## config.mk

```make
export PLATFORM = sky130hd
export DESIGN_NAME = rtc_alarm_regs
export DESIGN_NICKNAME = d
export VERILOG_FILES = /design/src/rtl/rtc_alarm_pkg.sv /design/src/rtl/rtc_alarm_regs.sv /design/src/rtl/stamp_bank.sv
export VERILOG_INCLUDE_DIRS = /design/src /design/src/rtl
export SDC_FILE = /design/constraint.sdc
export NUM_CORES = 1
export LEC_CHECK = 0
export BUFFER_PORTS_ARGS = -buffer_cell sky130_fd_sc_hd__buf_2
export CORE_ASPECT_RATIO = 2
export CORE_UTILIZATION = 55
export CTS_BUF_LIST = sky130_fd_sc_hd__clkbuf_2 sky130_fd_sc_hd__clkbuf_4 sky130_fd_sc_hd__clkbuf_8
export DETAILED_ROUTE_END_ITERATION = 8
export PLACE_DENSITY = 0.78
export SLEW_MARGIN = 20
export SYNTH_ARGS = -nofsm -noshare
export SYNTH_HDL_FRONTEND = slang
export SYNTH_HIERARCHICAL = 1
export SYNTH_SLANG_ARGS = --single-unit
```

## constraint.sdc

```tcl
create_clock -name clk_sys_in -period 2 [get_ports clk_sys_in]
set_input_delay 0.2 -clock clk_sys_in [delete_from_list [all_inputs] [get_ports clk_sys_in]]
set_output_delay 0.2 -clock clk_sys_in [all_outputs]
set_load 0.05 [all_outputs]
```

## src/rtl/rtc_alarm_params.svh

```systemverilog
// register offsets, field positions, reset values for the alarm and time-stamp block
// assumes inclusion by bare name from the rtl folder
`ifndef RTC_ALARM_PARAMS_SVH
`define RTC_ALARM_PARAMS_SVH

// ----------------------------------------
// offsets
// ----------------------------------------
`define OFS_A0_SEC        8'h0c
`define OFS_A0_MIN        8'h0d
`define OFS_A0_HOUR       8'h0e
`define OFS_A0_DAY        8'h0f
`define OFS_A0_DATE       8'h10
`define OFS_A0_MONTH      8'h11
`define OFS_A1_SUBSEC     8'h12
`define OFS_A1_SEC        8'h13
`define OFS_A1_MIN        8'h14
`define OFS_A1_HOUR       8'h15
`define OFS_A1_DAY        8'h16
`define OFS_A1_DATE       8'h17
`define OFS_PD_MIN        8'h18
`define OFS_PD_HOUR       8'h19
`define OFS_PD_DATE       8'h1a
`define OFS_PD_MONTH      8'h1b
`define OFS_PU_MIN        8'h1c
`define OFS_PU_HOUR       8'h1d
`define OFS_PU_DATE       8'h1e
`define OFS_PU_MONTH      8'h1f

// ----------------------------------------
// field masks and positions
// ----------------------------------------
`define MASK_SEC          8'h7f
`define MASK_MIN          8'h7f
`define MASK_HOUR         8'h3f
`define MASK_DATE         8'h3f
`define MASK_MONTH        8'h1f
`define MASK_WDAY         8'h07
`define HOUR_FMT_BIT      6
`define DAY_FLAG_BIT      3
`define ENA_A0_BIT        0
`define ENA_A1_BIT        1

// ----------------------------------------
// reset values and constants
// ----------------------------------------
`define RST_BYTE          8'h00
`define RST_COND          3'h0
`define MIDNIGHT_HOUR_24  8'h00
`define MIDNIGHT_HOUR_12  8'h12
`define ZERO_BCD          8'h00

`endif

```

## src/rtl/rtc_alarm_pkg.sv

```systemverilog
// types shared by the alarm and time-stamp block
// assumes nothing of its surroundings
package rtc_alarm_pkg;

   typedef enum logic [2:0] {
      COND_SEC    = 3'h0,
      COND_MIN    = 3'h1,
      COND_HOUR   = 3'h2,
      COND_WDAY   = 3'h3,
      COND_DATE   = 3'h4,
      COND_RSV5   = 3'h5,
      COND_RSV6   = 3'h6,
      COND_ALL    = 3'h7
   } alarm_cond_e;

   typedef logic [7:0] byte_t;

endpackage : rtc_alarm_pkg

```

## src/rtl/rtc_alarm_regs.sv

```systemverilog
// alarm match and power-fail time-stamp registers of a real-time clock calendar
// assumes the serial front end gives one-cycle rd/wr strobes with an 8-bit address,
// and the timekeeping core gives BCD calendar fields plus a pulse per field update
//
// Function
// (RL1) first alarm format bit mirrors main format
// (RL2) codes 000/001/100 match seconds, minutes, date
// (RL3) code 010 matches hours in effective format
// (RL4) code 011 weekday match fires at midnight
// (RL5) host never programs codes 101 or 110
// (RL6) code 111 needs all six fields matching
// (RL7) match sets alarm flag at bit three
// (RL8) flag sticks until software writes clear
// (RL9) second alarm owns condition field and flag
// (RL10) month match only on first alarm
// (RL11) second alarm compares tenths and hundredths
// (RL12) weekday field holds one through seven
// (RL13) unimplemented bits read as zero
// (RL14) stamp hours capture format bit at event
// (RL15) power-down bank with weekday in month
// (RL16) power-up bank with same layout
// (RL17) host uses stamps only with oscillator running
// (RL18) hour bits five four: tens or pm
// (RL19) format bit zero 24h, one 12h
// (RL20) enable field selects none, first, second, both
// (RL21) capture once at supply loss and return
// (RL22) evaluate once per counter field update
`timescale 1ns/1ps
`include "rtc_alarm_params.svh"

module rtc_alarm_regs (
   input  wire logic        clk_sys_in,     // system clock, 10 MHz
   input  wire logic        rst_in,         // sync reset, high
   input  wire logic        ce_in,          // clock enable, freezes all state
   input  wire logic [7:0]  addr_in,        // register address
   input  wire logic        wr_in,          // write strobe, one cycle
   input  wire logic [7:0]  wdata_in,       // write data
   input  wire logic        rd_in,          // read strobe, one cycle
   output logic      [7:0]  rdata_out,      // read data, valid cycle after rd_in
   output logic             rvalid_out,     // read data valid pulse
   input  wire logic [1:0]  alarm_enable_field_in, // control alarm enable bits
   input  wire logic [7:0]  cal_subsec_in,  // live tenths/hundredths BCD
   input  wire logic [7:0]  cal_sec_in,     // live seconds BCD
   input  wire logic [7:0]  cal_min_in,     // live minutes BCD
   input  wire logic [7:0]  cal_hour_in,    // live hours incl format bit 6
   input  wire logic [2:0]  cal_wday_in,    // live weekday
   input  wire logic [7:0]  cal_date_in,    // live date BCD
   input  wire logic [7:0]  cal_month_in,   // live month BCD
   input  wire logic        subsec_tick_in, // sub-second field updated
   input  wire logic        sec_tick_in,    // seconds field updated
   input  wire logic        supply_fail_in, // main supply failed, switched to backup
   output logic             first_alarm_flag_out,  // first alarm flag
   output logic             second_alarm_flag_out  // second alarm flag
);

   // ----------------------------------------
   // alarm storage
   // ----------------------------------------
   logic [7:0] a0_sec_q, a0_min_q, a0_hour_q, a0_wday_q, a0_date_q, a0_month_q;
   logic [7:0] a1_subsec_q, a1_sec_q, a1_min_q, a1_hour_q, a1_wday_q, a1_date_q;
   logic [2:0] first_alarm_condition_q;
   logic [2:0] second_alarm_condition_q;
   logic       first_alarm_flag_q;
   logic       second_alarm_flag_q;
   logic       supply_fail_q;
   logic [7:0] rdata_q;
   logic       rvalid_q;

   // ----------------------------------------
   // decode
   // ----------------------------------------
   wire w_a0_sec    = wr_in && (addr_in == `OFS_A0_SEC);
   wire w_a0_min    = wr_in && (addr_in == `OFS_A0_MIN);
   wire w_a0_hour   = wr_in && (addr_in == `OFS_A0_HOUR);
   wire w_a0_day    = wr_in && (addr_in == `OFS_A0_DAY);
   wire w_a0_date   = wr_in && (addr_in == `OFS_A0_DATE);
   wire w_a0_month  = wr_in && (addr_in == `OFS_A0_MONTH);
   wire w_a1_subsec = wr_in && (addr_in == `OFS_A1_SUBSEC);
   wire w_a1_sec    = wr_in && (addr_in == `OFS_A1_SEC);
   wire w_a1_min    = wr_in && (addr_in == `OFS_A1_MIN);
   wire w_a1_hour   = wr_in && (addr_in == `OFS_A1_HOUR);
   wire w_a1_day    = wr_in && (addr_in == `OFS_A1_DAY);
   wire w_a1_date   = wr_in && (addr_in == `OFS_A1_DATE);
   wire pd_hit      = (addr_in >= `OFS_PD_MIN) && (addr_in <= `OFS_PD_MONTH);
   wire pu_hit      = (addr_in >= `OFS_PU_MIN) && (addr_in <= `OFS_PU_MONTH);

   // ----------------------------------------
   // match logic
   // ----------------------------------------
   // 12h hour values compare on bits 5:0 only, pm bit included and format bit 6 left out, so the
   // alarm's hour is meaningful only in the format currently in effect
   function automatic logic hour_eq(input logic [7:0] a, input logic [7:0] live);
      hour_eq = ((a & `MASK_HOUR) == (live & `MASK_HOUR));        // [RL3] [RL18]
   endfunction : hour_eq

   function automatic logic at_midnight(input logic [7:0] live_hour, input logic [7:0] sec,
                                        input logic [7:0] min);
      logic [7:0] mid;
      mid = live_hour[`HOUR_FMT_BIT] ? `MIDNIGHT_HOUR_12 : `MIDNIGHT_HOUR_24;   // [RL19]
      at_midnight = ((live_hour & `MASK_HOUR) == mid) && ((sec & `MASK_SEC) == `ZERO_BCD)
                    && ((min & `MASK_MIN) == `ZERO_BCD);
   endfunction : at_midnight

   function automatic logic cond_hit(input logic [2:0] c, input logic s, input logic m,
                                     input logic h, input logic w, input logic d,
                                     input logic mo, input logic mid);
      case (rtc_alarm_pkg::alarm_cond_e'(c))
         rtc_alarm_pkg::COND_SEC:  cond_hit = s;                  // [RL2]
         rtc_alarm_pkg::COND_MIN:  cond_hit = m;                  // [RL2]
         rtc_alarm_pkg::COND_HOUR: cond_hit = h;                  // [RL3]
         rtc_alarm_pkg::COND_WDAY: cond_hit = w && mid;           // [RL4]
         rtc_alarm_pkg::COND_DATE: cond_hit = d;                  // [RL2]
         rtc_alarm_pkg::COND_ALL:  cond_hit = s && m && h && w && d && mo;   // [RL6]
         default:                  cond_hit = 1'b0;               // [RL5]
      endcase
   endfunction : cond_hit

   wire s0  = (a0_sec_q & `MASK_SEC) == (cal_sec_in & `MASK_SEC);
   wire m0  = (a0_min_q & `MASK_MIN) == (cal_min_in & `MASK_MIN);
   wire h0  = hour_eq(a0_hour_q, cal_hour_in);
   wire w0  = a0_wday_q[2:0] == cal_wday_in;
   wire d0  = (a0_date_q & `MASK_DATE) == (cal_date_in & `MASK_DATE);
   wire mo0 = (a0_month_q & `MASK_MONTH) == (cal_month_in & `MASK_MONTH);   // [RL10]
   wire s1  = (a1_sec_q & `MASK_SEC) == (cal_sec_in & `MASK_SEC);
   wire m1  = (a1_min_q & `MASK_MIN) == (cal_min_in & `MASK_MIN);
   wire h1  = hour_eq(a1_hour_q, cal_hour_in);
   wire w1  = a1_wday_q[2:0] == cal_wday_in;
   wire d1  = (a1_date_q & `MASK_DATE) == (cal_date_in & `MASK_DATE);
   wire ss1 = a1_subsec_q == cal_subsec_in;                       // [RL11]
   wire mid = at_midnight(cal_hour_in, cal_sec_in, cal_min_in);

   // first alarm evaluates on each seconds update; second on each sub-second
   // update, so a match holding for a whole second still sets only once
   wire hit0 = sec_tick_in && alarm_enable_field_in[`ENA_A0_BIT]                       // [RL20] [RL22]
               && cond_hit(first_alarm_condition_q, s0, m0, h0, w0, d0, mo0, mid);
   // second alarm has no month compare; every mode also needs the sub-seconds to match
   wire hit1 = subsec_tick_in && alarm_enable_field_in[`ENA_A1_BIT] && ss1             // [RL20] [RL22] [RL11]
               && cond_hit(second_alarm_condition_q, s1, m1, h1, w1, d1, 1'b1, mid);   // [RL9] [RL10]

   // ----------------------------------------
   // alarm registers
   // ----------------------------------------
   always_ff @(posedge clk_sys_in) begin
      if (rst_in) begin
         a0_sec_q    <= `RST_BYTE;
         a0_min_q    <= `RST_BYTE;
         a0_hour_q   <= `RST_BYTE;
         a0_wday_q   <= `RST_BYTE;
         a0_date_q   <= `RST_BYTE;
         a0_month_q  <= `RST_BYTE;
         a1_subsec_q <= `RST_BYTE;
         a1_sec_q    <= `RST_BYTE;
         a1_min_q    <= `RST_BYTE;
         a1_hour_q   <= `RST_BYTE;
         a1_wday_q   <= `RST_BYTE;
         a1_date_q   <= `RST_BYTE;
         first_alarm_condition_q  <= `RST_COND;
         second_alarm_condition_q <= `RST_COND;
      end else if (ce_in) begin
         if (w_a0_sec)    a0_sec_q    <= wdata_in & `MASK_SEC;
         if (w_a0_min)    a0_min_q    <= wdata_in & `MASK_MIN;
         if (w_a0_hour)   a0_hour_q   <= wdata_in & `MASK_HOUR;    // [RL1]
         if (w_a0_day)    a0_wday_q   <= wdata_in & `MASK_WDAY;    // [RL12]
         if (w_a0_day)    first_alarm_condition_q <= wdata_in[6:4];
         if (w_a0_date)   a0_date_q   <= wdata_in & `MASK_DATE;
         if (w_a0_month)  a0_month_q  <= wdata_in & `MASK_MONTH;
         if (w_a1_subsec) a1_subsec_q <= wdata_in;
         if (w_a1_sec)    a1_sec_q    <= wdata_in & `MASK_SEC;
         if (w_a1_min)    a1_min_q    <= wdata_in & `MASK_MIN;
         if (w_a1_hour)   a1_hour_q   <= wdata_in & (`MASK_HOUR | 8'h40);
         if (w_a1_day)    a1_wday_q   <= wdata_in & `MASK_WDAY;    // [RL12]
         if (w_a1_day)    second_alarm_condition_q <= wdata_in[6:4];   // [RL9]
         if (w_a1_date)   a1_date_q   <= wdata_in & `MASK_DATE;
      end
   end

   // ----------------------------------------
   // sticky flags: a match in the clearing cycle keeps the flag set
   // ----------------------------------------
   wire clr0 = w_a0_day && !wdata_in[`DAY_FLAG_BIT];
   wire clr1 = w_a1_day && !wdata_in[`DAY_FLAG_BIT];

   always_ff @(posedge clk_sys_in) begin
      if (rst_in) begin
         first_alarm_flag_q  <= 1'b0;
         second_alarm_flag_q <= 1'b0;
      end else if (ce_in) begin
         if (hit0)      first_alarm_flag_q <= 1'b1;                // [RL7]
         else if (clr0) first_alarm_flag_q <= 1'b0;                // [RL8]
         if (hit1)      second_alarm_flag_q <= 1'b1;               // [RL7] [RL9]
         else if (clr1) second_alarm_flag_q <= 1'b0;               // [RL8]
      end
   end

   assign first_alarm_flag_out  = first_alarm_flag_q;
   assign second_alarm_flag_out = second_alarm_flag_q;

   // ----------------------------------------
   // power event detection and stamp banks
   // ----------------------------------------
   always_ff @(posedge clk_sys_in) begin
      if (rst_in) supply_fail_q <= 1'b0;
      else if (ce_in) supply_fail_q <= supply_fail_in;
   end

   wire pd_capture = supply_fail_in && !supply_fail_q;            // [RL21]
   wire pu_capture = !supply_fail_in && supply_fail_q;            // [RL21]
   wire [7:0] pd_rdata;
   wire [7:0] pu_rdata;

   stamp_bank u_powerdown (
      .clk_sys_in   (clk_sys_in),
      .rst_in       (rst_in),
      .ce_in        (ce_in),
      .capture_in   (pd_capture),
      .cal_min_in   (cal_min_in),
      .cal_hour_in  (cal_hour_in),
      .cal_date_in  (cal_date_in),
      .cal_month_in (cal_month_in),
      .cal_wday_in  (cal_wday_in),
      .wr_sel_in    (addr_in[1:0]),
      .wr_in        (wr_in && pd_hit),
      .wdata_in     (wdata_in),
      .rd_sel_in    (addr_in[1:0]),
      .rdata_out    (pd_rdata)
   );

   stamp_bank u_powerup (
      .clk_sys_in   (clk_sys_in),
      .rst_in       (rst_in),
      .ce_in        (ce_in),
      .capture_in   (pu_capture),
      .cal_min_in   (cal_min_in),
      .cal_hour_in  (cal_hour_in),
      .cal_date_in  (cal_date_in),
      .cal_month_in (cal_month_in),
      .cal_wday_in  (cal_wday_in),
      .wr_sel_in    (addr_in[1:0]),
      .wr_in        (wr_in && pu_hit),
      .wdata_in     (wdata_in),
      .rd_sel_in    (addr_in[1:0]),
      .rdata_out    (pu_rdata)
   );

   // ----------------------------------------
   // read path
   // ----------------------------------------
   // stamp banks answer from their own output register, so their address
   // is held one cycle in sel_stamp to pick the bank at the answer
   logic [1:0] sel_stamp_q;
   wire [7:0] day0_rd = {1'b0, first_alarm_condition_q, first_alarm_flag_q, a0_wday_q[2:0]};
   wire [7:0] day1_rd = {1'b0, second_alarm_condition_q, second_alarm_flag_q, a1_wday_q[2:0]};
   wire [7:0] hour0_rd = (a0_hour_q & `MASK_HOUR) | {1'b0, cal_hour_in[`HOUR_FMT_BIT], 6'h00};  // [RL1]
   wire [7:0] alarm_rd =
      (addr_in == `OFS_A0_SEC)    ? a0_sec_q :
      (addr_in == `OFS_A0_MIN)    ? a0_min_q :
      (addr_in == `OFS_A0_HOUR)   ? hour0_rd :
      (addr_in == `OFS_A0_DAY)    ? day0_rd :
      (addr_in == `OFS_A0_DATE)   ? a0_date_q :
      (addr_in == `OFS_A0_MONTH)  ? a0_month_q :
      (addr_in == `OFS_A1_SUBSEC) ? a1_subsec_q :
      (addr_in == `OFS_A1_SEC)    ? a1_sec_q :
      (addr_in == `OFS_A1_MIN)    ? a1_min_q :
      (addr_in == `OFS_A1_HOUR)   ? a1_hour_q :
      (addr_in == `OFS_A1_DAY)    ? day1_rd :
      (addr_in == `OFS_A1_DATE)   ? a1_date_q : `RST_BYTE;       // [RL13]

   always_ff @(posedge clk_sys_in) begin
      if (rst_in) begin
         rdata_q     <= `RST_BYTE;
         rvalid_q    <= 1'b0;
         sel_stamp_q <= 2'h0;
      end else if (ce_in) begin
         rvalid_q    <= rd_in;
         sel_stamp_q <= {pu_hit, pd_hit};
         if (rd_in) rdata_q <= alarm_rd;
      end
   end

   assign rdata_out  = sel_stamp_q[0] ? pd_rdata : sel_stamp_q[1] ? pu_rdata : rdata_q;
   assign rvalid_out = rvalid_q;

endmodule : rtc_alarm_regs

```

## src/rtl/stamp_bank.sv

```systemverilog
// one time-stamp bank: minutes, hours, date, weekday and month captured on a power event
// assumes capture pulse and host writes are synchronous to clk_sys_in
`timescale 1ns/1ps
`include "rtc_alarm_params.svh"

module stamp_bank (
   input  wire logic       clk_sys_in,    // system clock
   input  wire logic       rst_in,        // sync reset, high
   input  wire logic       ce_in,         // clock enable
   input  wire logic       capture_in,    // one-cycle power event
   input  wire logic [7:0] cal_min_in,    // live minutes
   input  wire logic [7:0] cal_hour_in,   // live hours incl format bit
   input  wire logic [7:0] cal_date_in,   // live date
   input  wire logic [7:0] cal_month_in,  // live month
   input  wire logic [2:0] cal_wday_in,   // live weekday
   input  wire logic [1:0] wr_sel_in,     // register written: 0 min 1 hour 2 date 3 month
   input  wire logic       wr_in,         // host write strobe
   input  wire logic [7:0] wdata_in,      // host write data
   input  wire logic [1:0] rd_sel_in,     // register read select
   output logic      [7:0] rdata_out      // registered read data
);

   logic [7:0] min_q;
   logic [7:0] hour_q;
   logic [7:0] date_q;
   logic [7:0] month_q;
   logic [7:0] rd_mux;

   // capture wins over a host write in the same cycle
   always_ff @(posedge clk_sys_in) begin
      if (rst_in) begin
         min_q   <= `RST_BYTE;
         hour_q  <= `RST_BYTE;
         date_q  <= `RST_BYTE;
         month_q <= `RST_BYTE;
      end else if (ce_in) begin
         if (capture_in) begin
            min_q   <= cal_min_in & `MASK_MIN;                  // [RL15] [RL16] [RL21]
            hour_q  <= cal_hour_in & (`MASK_HOUR | 8'h40);      // [RL14]
            date_q  <= cal_date_in & `MASK_DATE;
            month_q <= {cal_wday_in, cal_month_in[4:0]};        // [RL15]
         end else if (wr_in) begin
            if (wr_sel_in == 2'h0) min_q <= wdata_in & `MASK_MIN;
            if (wr_sel_in == 2'h1) hour_q <= wdata_in & (`MASK_HOUR | 8'h40);
            if (wr_sel_in == 2'h2) date_q <= wdata_in & `MASK_DATE;
            if (wr_sel_in == 2'h3) month_q <= wdata_in;
         end
      end
   end

   assign rd_mux = (rd_sel_in == 2'h0) ? min_q :
                   (rd_sel_in == 2'h1) ? hour_q :
                   (rd_sel_in == 2'h2) ? date_q : month_q;

   always_ff @(posedge clk_sys_in) begin
      if (rst_in) rdata_out <= `RST_BYTE;
      else if (ce_in) rdata_out <= rd_mux;
   end

endmodule : stamp_bank

```

* Word level (Yosys, flattened, before mapping) *
Cells that the tools add are included.

cells by class
  $lt $le $gt $ge = 4
  equality and inequality tests = 38
  muxes and demuxes = 47
  bitwise logic cells = 1
  reductions and logical operators = 81

operators with widths
  kind                  count
  $mux W8               35
  $eq A8 B5 Y1 const B  8
  $logic_and A1 B1 Y1   38
  $eq A8 B4 Y1 const B  4
  $reduce_and A2 Y1     15
  $eq A7 B7 Y1          4
  $mux W7               4
  $eq A6 B6 Y1          4
  $reduce_and A3 Y1     8
  $reduce_bool A2 Y1    12
  $ge A8 B5 Y1 const B  2
  $le A8 B5 Y1 const B  2
  $logic_not A8 Y1      2
  $eq A3 B2 Y1 const B  4
  $eq A3 B3 Y1 const B  4
  $pmux W1 S6           2
  $eq A8 B8 Y1          1
  $or A6 B7 Y7          1
  $eq A3 B1 Y1 const B  2
  $eq A3 B3 Y1          2
  $eq A6 B5 Y1          1
  $logic_not A3 Y1      2
  $mux W6               1
  $eq A5 B5 Y1          1
  other kinds (6)       12

word-level totals
  register bits = 172
  input port bits = 77
  output and inout bits = 11
  word-level logic and storage cells = 201

* Logic depth before layout (Yosys ltp) *
  depth after elaboration = 13
  mapped depth = 8
  mapped depth without buffers = 7

* Modules after synthesis *
The synthesis kept the hierarchy.

modules (own cells, without submodules)
  module          instances  cells an instance  area an instance (um^2)  sequential area each (um^2)
  rtc_alarm_regs  1          640                5,346.4                  1,841.8
  stamp_bank      2          178                1,655.3                  720.7

* Worst setup path before layout *
Ideal clock, no wire load.

  path kind = register to output
  from = register sel_stamp_q[1]
  to = output port rdata_out[0]
  arrival = 1,901 ps
  data required time = 1,800 ps
  path slack = -101 ps
  stages on the path, launching flop included = 4
  cells stage by stage = dfxtp_1 > clkbuf_1 > mux2i_1 > o21ai_0

between the ends
  longest elaborated chain between the ends = 2

ends and longest elaborated chain
  what                    line                   text
  start, declared         rtc_alarm_regs.sv:250  logic [1:0] sel_stamp_q;
  start signal, assigned  rtc_alarm_regs.sv:275  sel_stamp_q <= {pu_hit, pd_hit};
  $mux W8 (2 in series)   rtc_alarm_regs.sv:280  assign rdata_out = sel_stamp_q[0] ? pd_rdata : sel_stamp_q[1] ? pu_rdata : rdata_q;
  end, declared           rtc_alarm_regs.sv:39   output logic [7:0] rdata_out,

Every way passes these cells.

* Worst setup path after layout *
  from = register a0_hour_q[1]
  to = register first_alarm_flag_q (netlist: first_alarm_flag_out)

between the ends
  longest elaborated chain between the ends = 9
  elaborated cells on any way between the ends = 10
  those cells by class = eq/ne (1); mux (2); reduce/logical (7)

ends and longest elaborated chain
  what                                 line                   text
  start, declared                      rtc_alarm_regs.sv:59   logic [7:0] a0_sec_q, a0_min_q, a0_hour_q, a0_wday_q, a0_date_q, a0_month_q;
  start signal, assigned               rtc_alarm_regs.sv:147  a0_hour_q <= `RST_BYTE;
  start signal, assigned               rtc_alarm_regs.sv:162  if (w_a0_hour) a0_hour_q <= wdata_in & `MASK_HOUR;
  $eq A6 B6 Y1 *                       rtc_alarm_regs.sv:93   hour_eq = ((a & `MASK_HOUR) == (live & `MASK_HOUR));
  $logic_and A1 B1 Y1 (4 in series)    rtc_alarm_regs.sv:113  rtc_alarm_pkg::COND_ALL: cond_hit = s && m && h && w && d && mo;
  $pmux W1 S6 *                        rtc_alarm_regs.sv:107  case (rtc_alarm_pkg::alarm_cond_e'(c))
  $logic_and A1 B1 Y1 *                rtc_alarm_regs.sv:134  wire hit0 = sec_tick_in && alarm_enable_field_in[`ENA_A0_BIT]
  $reduce_bool A2 Y1 (no source line)  --
  $reduce_and A2 Y1 (no source line)   --
  end signal, assigned                 rtc_alarm_regs.sv:185  first_alarm_flag_q <= 1'b0;
  end signal, assigned                 rtc_alarm_regs.sv:188  if (hit0) first_alarm_flag_q <= 1'b1;
  end signal, assigned                 rtc_alarm_regs.sv:189  else if (clr0) first_alarm_flag_q <= 1'b0;
  end, declared                        rtc_alarm_regs.sv:63   logic first_alarm_flag_q;

Mark *: on every way between the ends. The rest lies on a longest branch, timed or not.
A chain may end at the register's enable or synchronous reset.

==> load_flow_metrics.sql <==
INSERT INTO impl_metrics (metric_group, metric, value, unit) VALUES
('status', 'status', 'complete, no violations', ''),
('timing', 'slew_viol_final', '0', ''),
('worst_setup_path', 'timing.critical_path.to_type', 'flop', ''),
('timing', 'setup_total_negative_slack', '0', 'ps'),
('yosys', 'synth_fp_nets', '1073', ''),
('clocking', 'numClockSinks', '164', ''),
('yosys', 'top_cells_by_area_synth', 'sky130_fd_sc_hd__dfxtp_1, sky130_fd_sc_hd__mux2i_1, sky130_fd_sc_hd__a221oi_1, sky130_fd_sc_hd__o21ai_0, sky130_fd_sc_hd__xor2_1', ''),
('clocking', 'cts-root-to-sink-buffers', '2', ''),
('pwr', 'peakVddDrop', '0.0004362', 'V'),
('placement', 'port_buffers', '79', ''),
('routing', 'routed_wire_length_per_instance', '24.11', 'microns'),
('worst_setup_path', 'cp_data_arrival_time', '2340', 'ps'),
('grt', 'number_of_antenna_violations_at_the_first_check_in_global_routing', '2', ''),
('worst_setup_path', 'critPathKind', 'reg -> reg', ''),
('placement', 'dp_worst_setup_slack', '-32.45', 'ps'),
('pwr', 'comb_power_share', '12.7', '%'),
('clocking', 'htree_num_levels', '4', ''),
('yosys', 'synth_area_per_cell', '8.692', 'sq um'),
('yosys', 'synth_commonest_cells', 'sky130_fd_sc_hd__dfxtp_1, sky130_fd_sc_hd__nor2_1, sky130_fd_sc_hd__o21ai_0, sky130_fd_sc_hd__mux2i_1, sky130_fd_sc_hd__nand2_1', ''),
('finish', 'seq_area', '0.003284', 'sq mm'),
('yosys', 'synth_top_area_share', '37.92', '%'),
('hold_path', 'worst_hold_path.endpoint', 'u_powerup/rdata_out[5]', ''),
('placement', 'gp_routability_congestion', '1.032', ''),
('timing', 'setup-violations-final', '0', ''),
('routing', 'detail_route.first_pass.iterations', '6', ''),
('pwr', 'sw_frac_of_total', '28.47', '%'),
('pwr', 'intPower', '5.071', 'mW'),
('timing', 'timing.final.crit_period', '1924', 'ps'),
('timing', 'worstMarginPinSlew', '658.9', 'ps'),
('floorplan', 'boundaryPins', '88', ''),
('clocking', 'worstSkewPairLatency', '490', 'ps'),
('pwr', 'power.share.clock', '39.6', '%'),
('yosys', 'asyncSetResetFlopFracSynth', '0', '%'),
('timing', 'timing.clock.skew', '15.24', 'ps'),
('grt', 'groute.usage.overall', '39.64', '%'),
('worst_setup_path', 'cp_data_required_time', '2410', 'ps'),
('timing', 'timing.final.crit_share', '96.20', '%'),
('floorplan', 'dieHeight', '179.4', 'microns'),
('clocking', 'cts_tree', 'done', ''),
('hold_path', 'hold_class', 'in -> reg', ''),
('routing', 'route.final.wire_length', '31680', 'microns'),
('pwr', 'p_leak', '4.018', 'nW'),
('floorplan', 'core', '0.01537', 'sq mm'),
('pwr', 'p_seq_share', '47.7', '%'),
('clocking', 'clk_pin_slew_worst_setup_hold_paths', '100', 'ps'),
('floorplan', 'placement_rows', '64', ''),
('run', 'cap_violations', '0', ''),
('placement', 'place.detailed.hpwl', '23240', 'microns'),
('pwr', 'power_per_cell_area', '703.1', 'mW/mm^2'),
('floorplan', 'die_w', '90.72', 'microns'),
('timing', 'setup_repair_after_global_routing_missed_its_margin', 'false', ''),
('timing', 'worst_slew_margin_relative_to_its_limit', '55.78', '%'),
('grt', 'grt.overflow.total', '0', ''),
('yosys', 'synth_most_common_cell', 'sky130_fd_sc_hd__dfxtp_1', ''),
('worst_setup_path', 'critical_path.startpoint_type', 'flop', ''),
('yosys', 'synth-seq-cells', '164', ''),
('clocking', 'cts_root_buf', 'sky130_fd_sc_hd__clkbuf_8', ''),
('worst_setup_path', 'number_of_cells_on_the_worst_reg_to_reg_path', '6', ''),
('hold_path', 'timing.hold.worst.start', 'rst_in', ''),
('yosys', 'syn-cell-area', '0.008657', 'sq mm'),
('grt', 'largest_net_degree_at_the_start_of_global_routing', '53', ''),
('yosys', 'post_synth_num_cell_types', '62', ''),
('finish', 'num-fill-cells', '1348', ''),
('yosys', 'synthFlopType', 'sky130_fd_sc_hd__dfxtp_1', ''),
('yosys', 'gate_count_after_technology_mapping', '996', ''),
('grt', 'grt_first_pass_wirelength', '47840', 'microns'),
('routing', 'post_drt_via_cell_ratio', '6.539', ''),
('routing', 'antenna_violating_nets_post_route', '0', ''),
('pwr', 'net-switching-power', '2.018', 'mW'),
('worst_setup_path', 'r2r_slack', '80', 'ps'),
('routing', 'drtIter0Drc', '760', '');
## critical path: stages, from the launching register on
cell and delay, ps:
sky130_fd_sc_hd__dfxtp_1 350, sky130_fd_sc_hd__xor2_1 170, sky130_fd_sc_hd__nor4_1 470, sky130_fd_sc_hd__nand4_1 170, sky130_fd_sc_hd__o41a_2 410, sky130_fd_sc_hd__a211o_1 220, sky130_fd_sc_hd__o21ai_0 60
## repair_timing
action | CTS | global route
gates resized for setup | 1 | 3
endpoints found under the hold margin | 1 | 0
hold buffers | 1 | 0
pin swaps | 0 | 1
setup buffers | 0 | 1
endpoints found under the setup margin | 1 | 4
## layout by cell type, fill, tap and decap left out, types with 4 or more instances in the layout
cell type / n
sky130_fd_sc_hd__nor4_1: 15
sky130_fd_sc_hd__or3_1: 4
sky130_fd_sc_hd__clkbuf_8: 17
sky130_fd_sc_hd__a21oi_1: 41
sky130_fd_sc_hd__o2bb2ai_1: 4
sky130_fd_sc_hd__bufinv_16: 4
sky130_fd_sc_hd__xor2_1: 50
sky130_fd_sc_hd__a221oi_1: 56
sky130_fd_sc_hd__xnor2_1: 21
sky130_fd_sc_hd__inv_1: 59
sky130_fd_sc_hd__buf_4: 73
sky130_fd_sc_hd__o211ai_1: 8
sky130_fd_sc_hd__nand2_1: 61
sky130_fd_sc_hd__and3b_1: 4
sky130_fd_sc_hd__dfxtp_1: 163
sky130_fd_sc_hd__o22a_1: 4
sky130_fd_sc_hd__a31oi_1: 7
sky130_fd_sc_hd__nor2b_1: 6
sky130_fd_sc_hd__buf_2: 78
sky130_fd_sc_hd__nand3_1: 13
sky130_fd_sc_hd__mux2i_1: 83
sky130_fd_sc_hd__nand2b_1: 11
sky130_fd_sc_hd__nand4_1: 11
sky130_fd_sc_hd__inv_8: 4
sky130_fd_sc_hd__mux4_2: 12
sky130_fd_sc_hd__mux2_2: 12
sky130_fd_sc_hd__o21ai_0: 87
sky130_fd_sc_hd__nor3_1: 14
sky130_fd_sc_hd__nor2_1: 107
sky130_fd_sc_hd__o21ai_1: 19
## area by class of cell
class	count	area share (%)
clock buffer	18	2.395
inverter	60	2.234
sequential	164	32.58
multi-input combinational	703	48.14
tap	198	2.457
timing repair buffer	155	10.00
antenna	2	0.04964
clock inverter	14	2.147
## state kept, by name (all words and copies together), names as in the netlist, 5 cells and up
signal                 count
a1_subsec_q                8
u_powerdown/hour_q         7
u_powerdown/min_q          7
a0_sec_q                   7
u_powerup/hour_q           7
u_powerdown/rdata_out      8
a0_month_q                 5
u_powerdown/month_q        8
a1_date_q                  6
rdata_q                    8
a0_date_q                  6
u_powerup/rdata_out        8
u_powerup/month_q          8
a1_sec_q                   7
u_powerup/date_q           6
u_powerdown/date_q         6
a0_hour_q                  6
a1_min_q                   7
a1_hour_q                  7
u_powerup/min_q            7
a0_min_q                   7
## power groups by stage
stage                     logic [mW]  clock network (mW)  registers, mW
after floorplan                0.452                   0           3.44
after global placement         0.847                   0           3.45
after detailed placement       0.858                   0           3.46
after CTS                      0.864                2.81           3.38
after global routing           0.938                2.94           3.39
final                          0.898                2.81           3.38
## worst max-delay path by stage
stage / from / to / slack, ps
after floorplan: sel_stamp_q[1] / rdata_out[0] / 270
after global routing: supply_fail_q / u_powerup/min_q[6] / 3
after CTS: a0_date_q[5] / first_alarm_flag_out / 80
after global placement: addr_in[7] / a1_min_q[4] / 20
after detailed placement: addr_in[7] / u_powerdown/month_q[6] / -30
final: a0_hour_q[1] / first_alarm_flag_out / 80
## stage by stage
step	util, %	power, mW	cells
final	65.58	7.089	1314
after global routing	65.54	7.272	1312
after CTS	65.41	7.055	1311
after detailed placement	62.35	4.314	1278
after global placement	62.35	4.298	1278
after floorplan	-	3.894	996
## per-layer routing
layer | track usage, % | wire length, microns | share of wire [%]
met3 | 7.910 | 2966 | 9.4
met1 | 42.07 | 10420 | 33
met4 | 33.23 | 3138 | 9.9
met2 | 66.55 | 15150 | 48
met5 | 0 | 0 | 0
## logic make-up after synthesis
group                  count (synthesis)  share of synthesized area [%]
flip-flops                           164                          37.92
AO/OA/AOI/OAI                        251                          18.72
multiplexers                         107                          14.28
XOR/XNOR                              71                          7.183
AND/OR/NAND/NOR                      274                          15.72
buffers and inverters                129                          6.171
(Power assumes the default switching activity.)
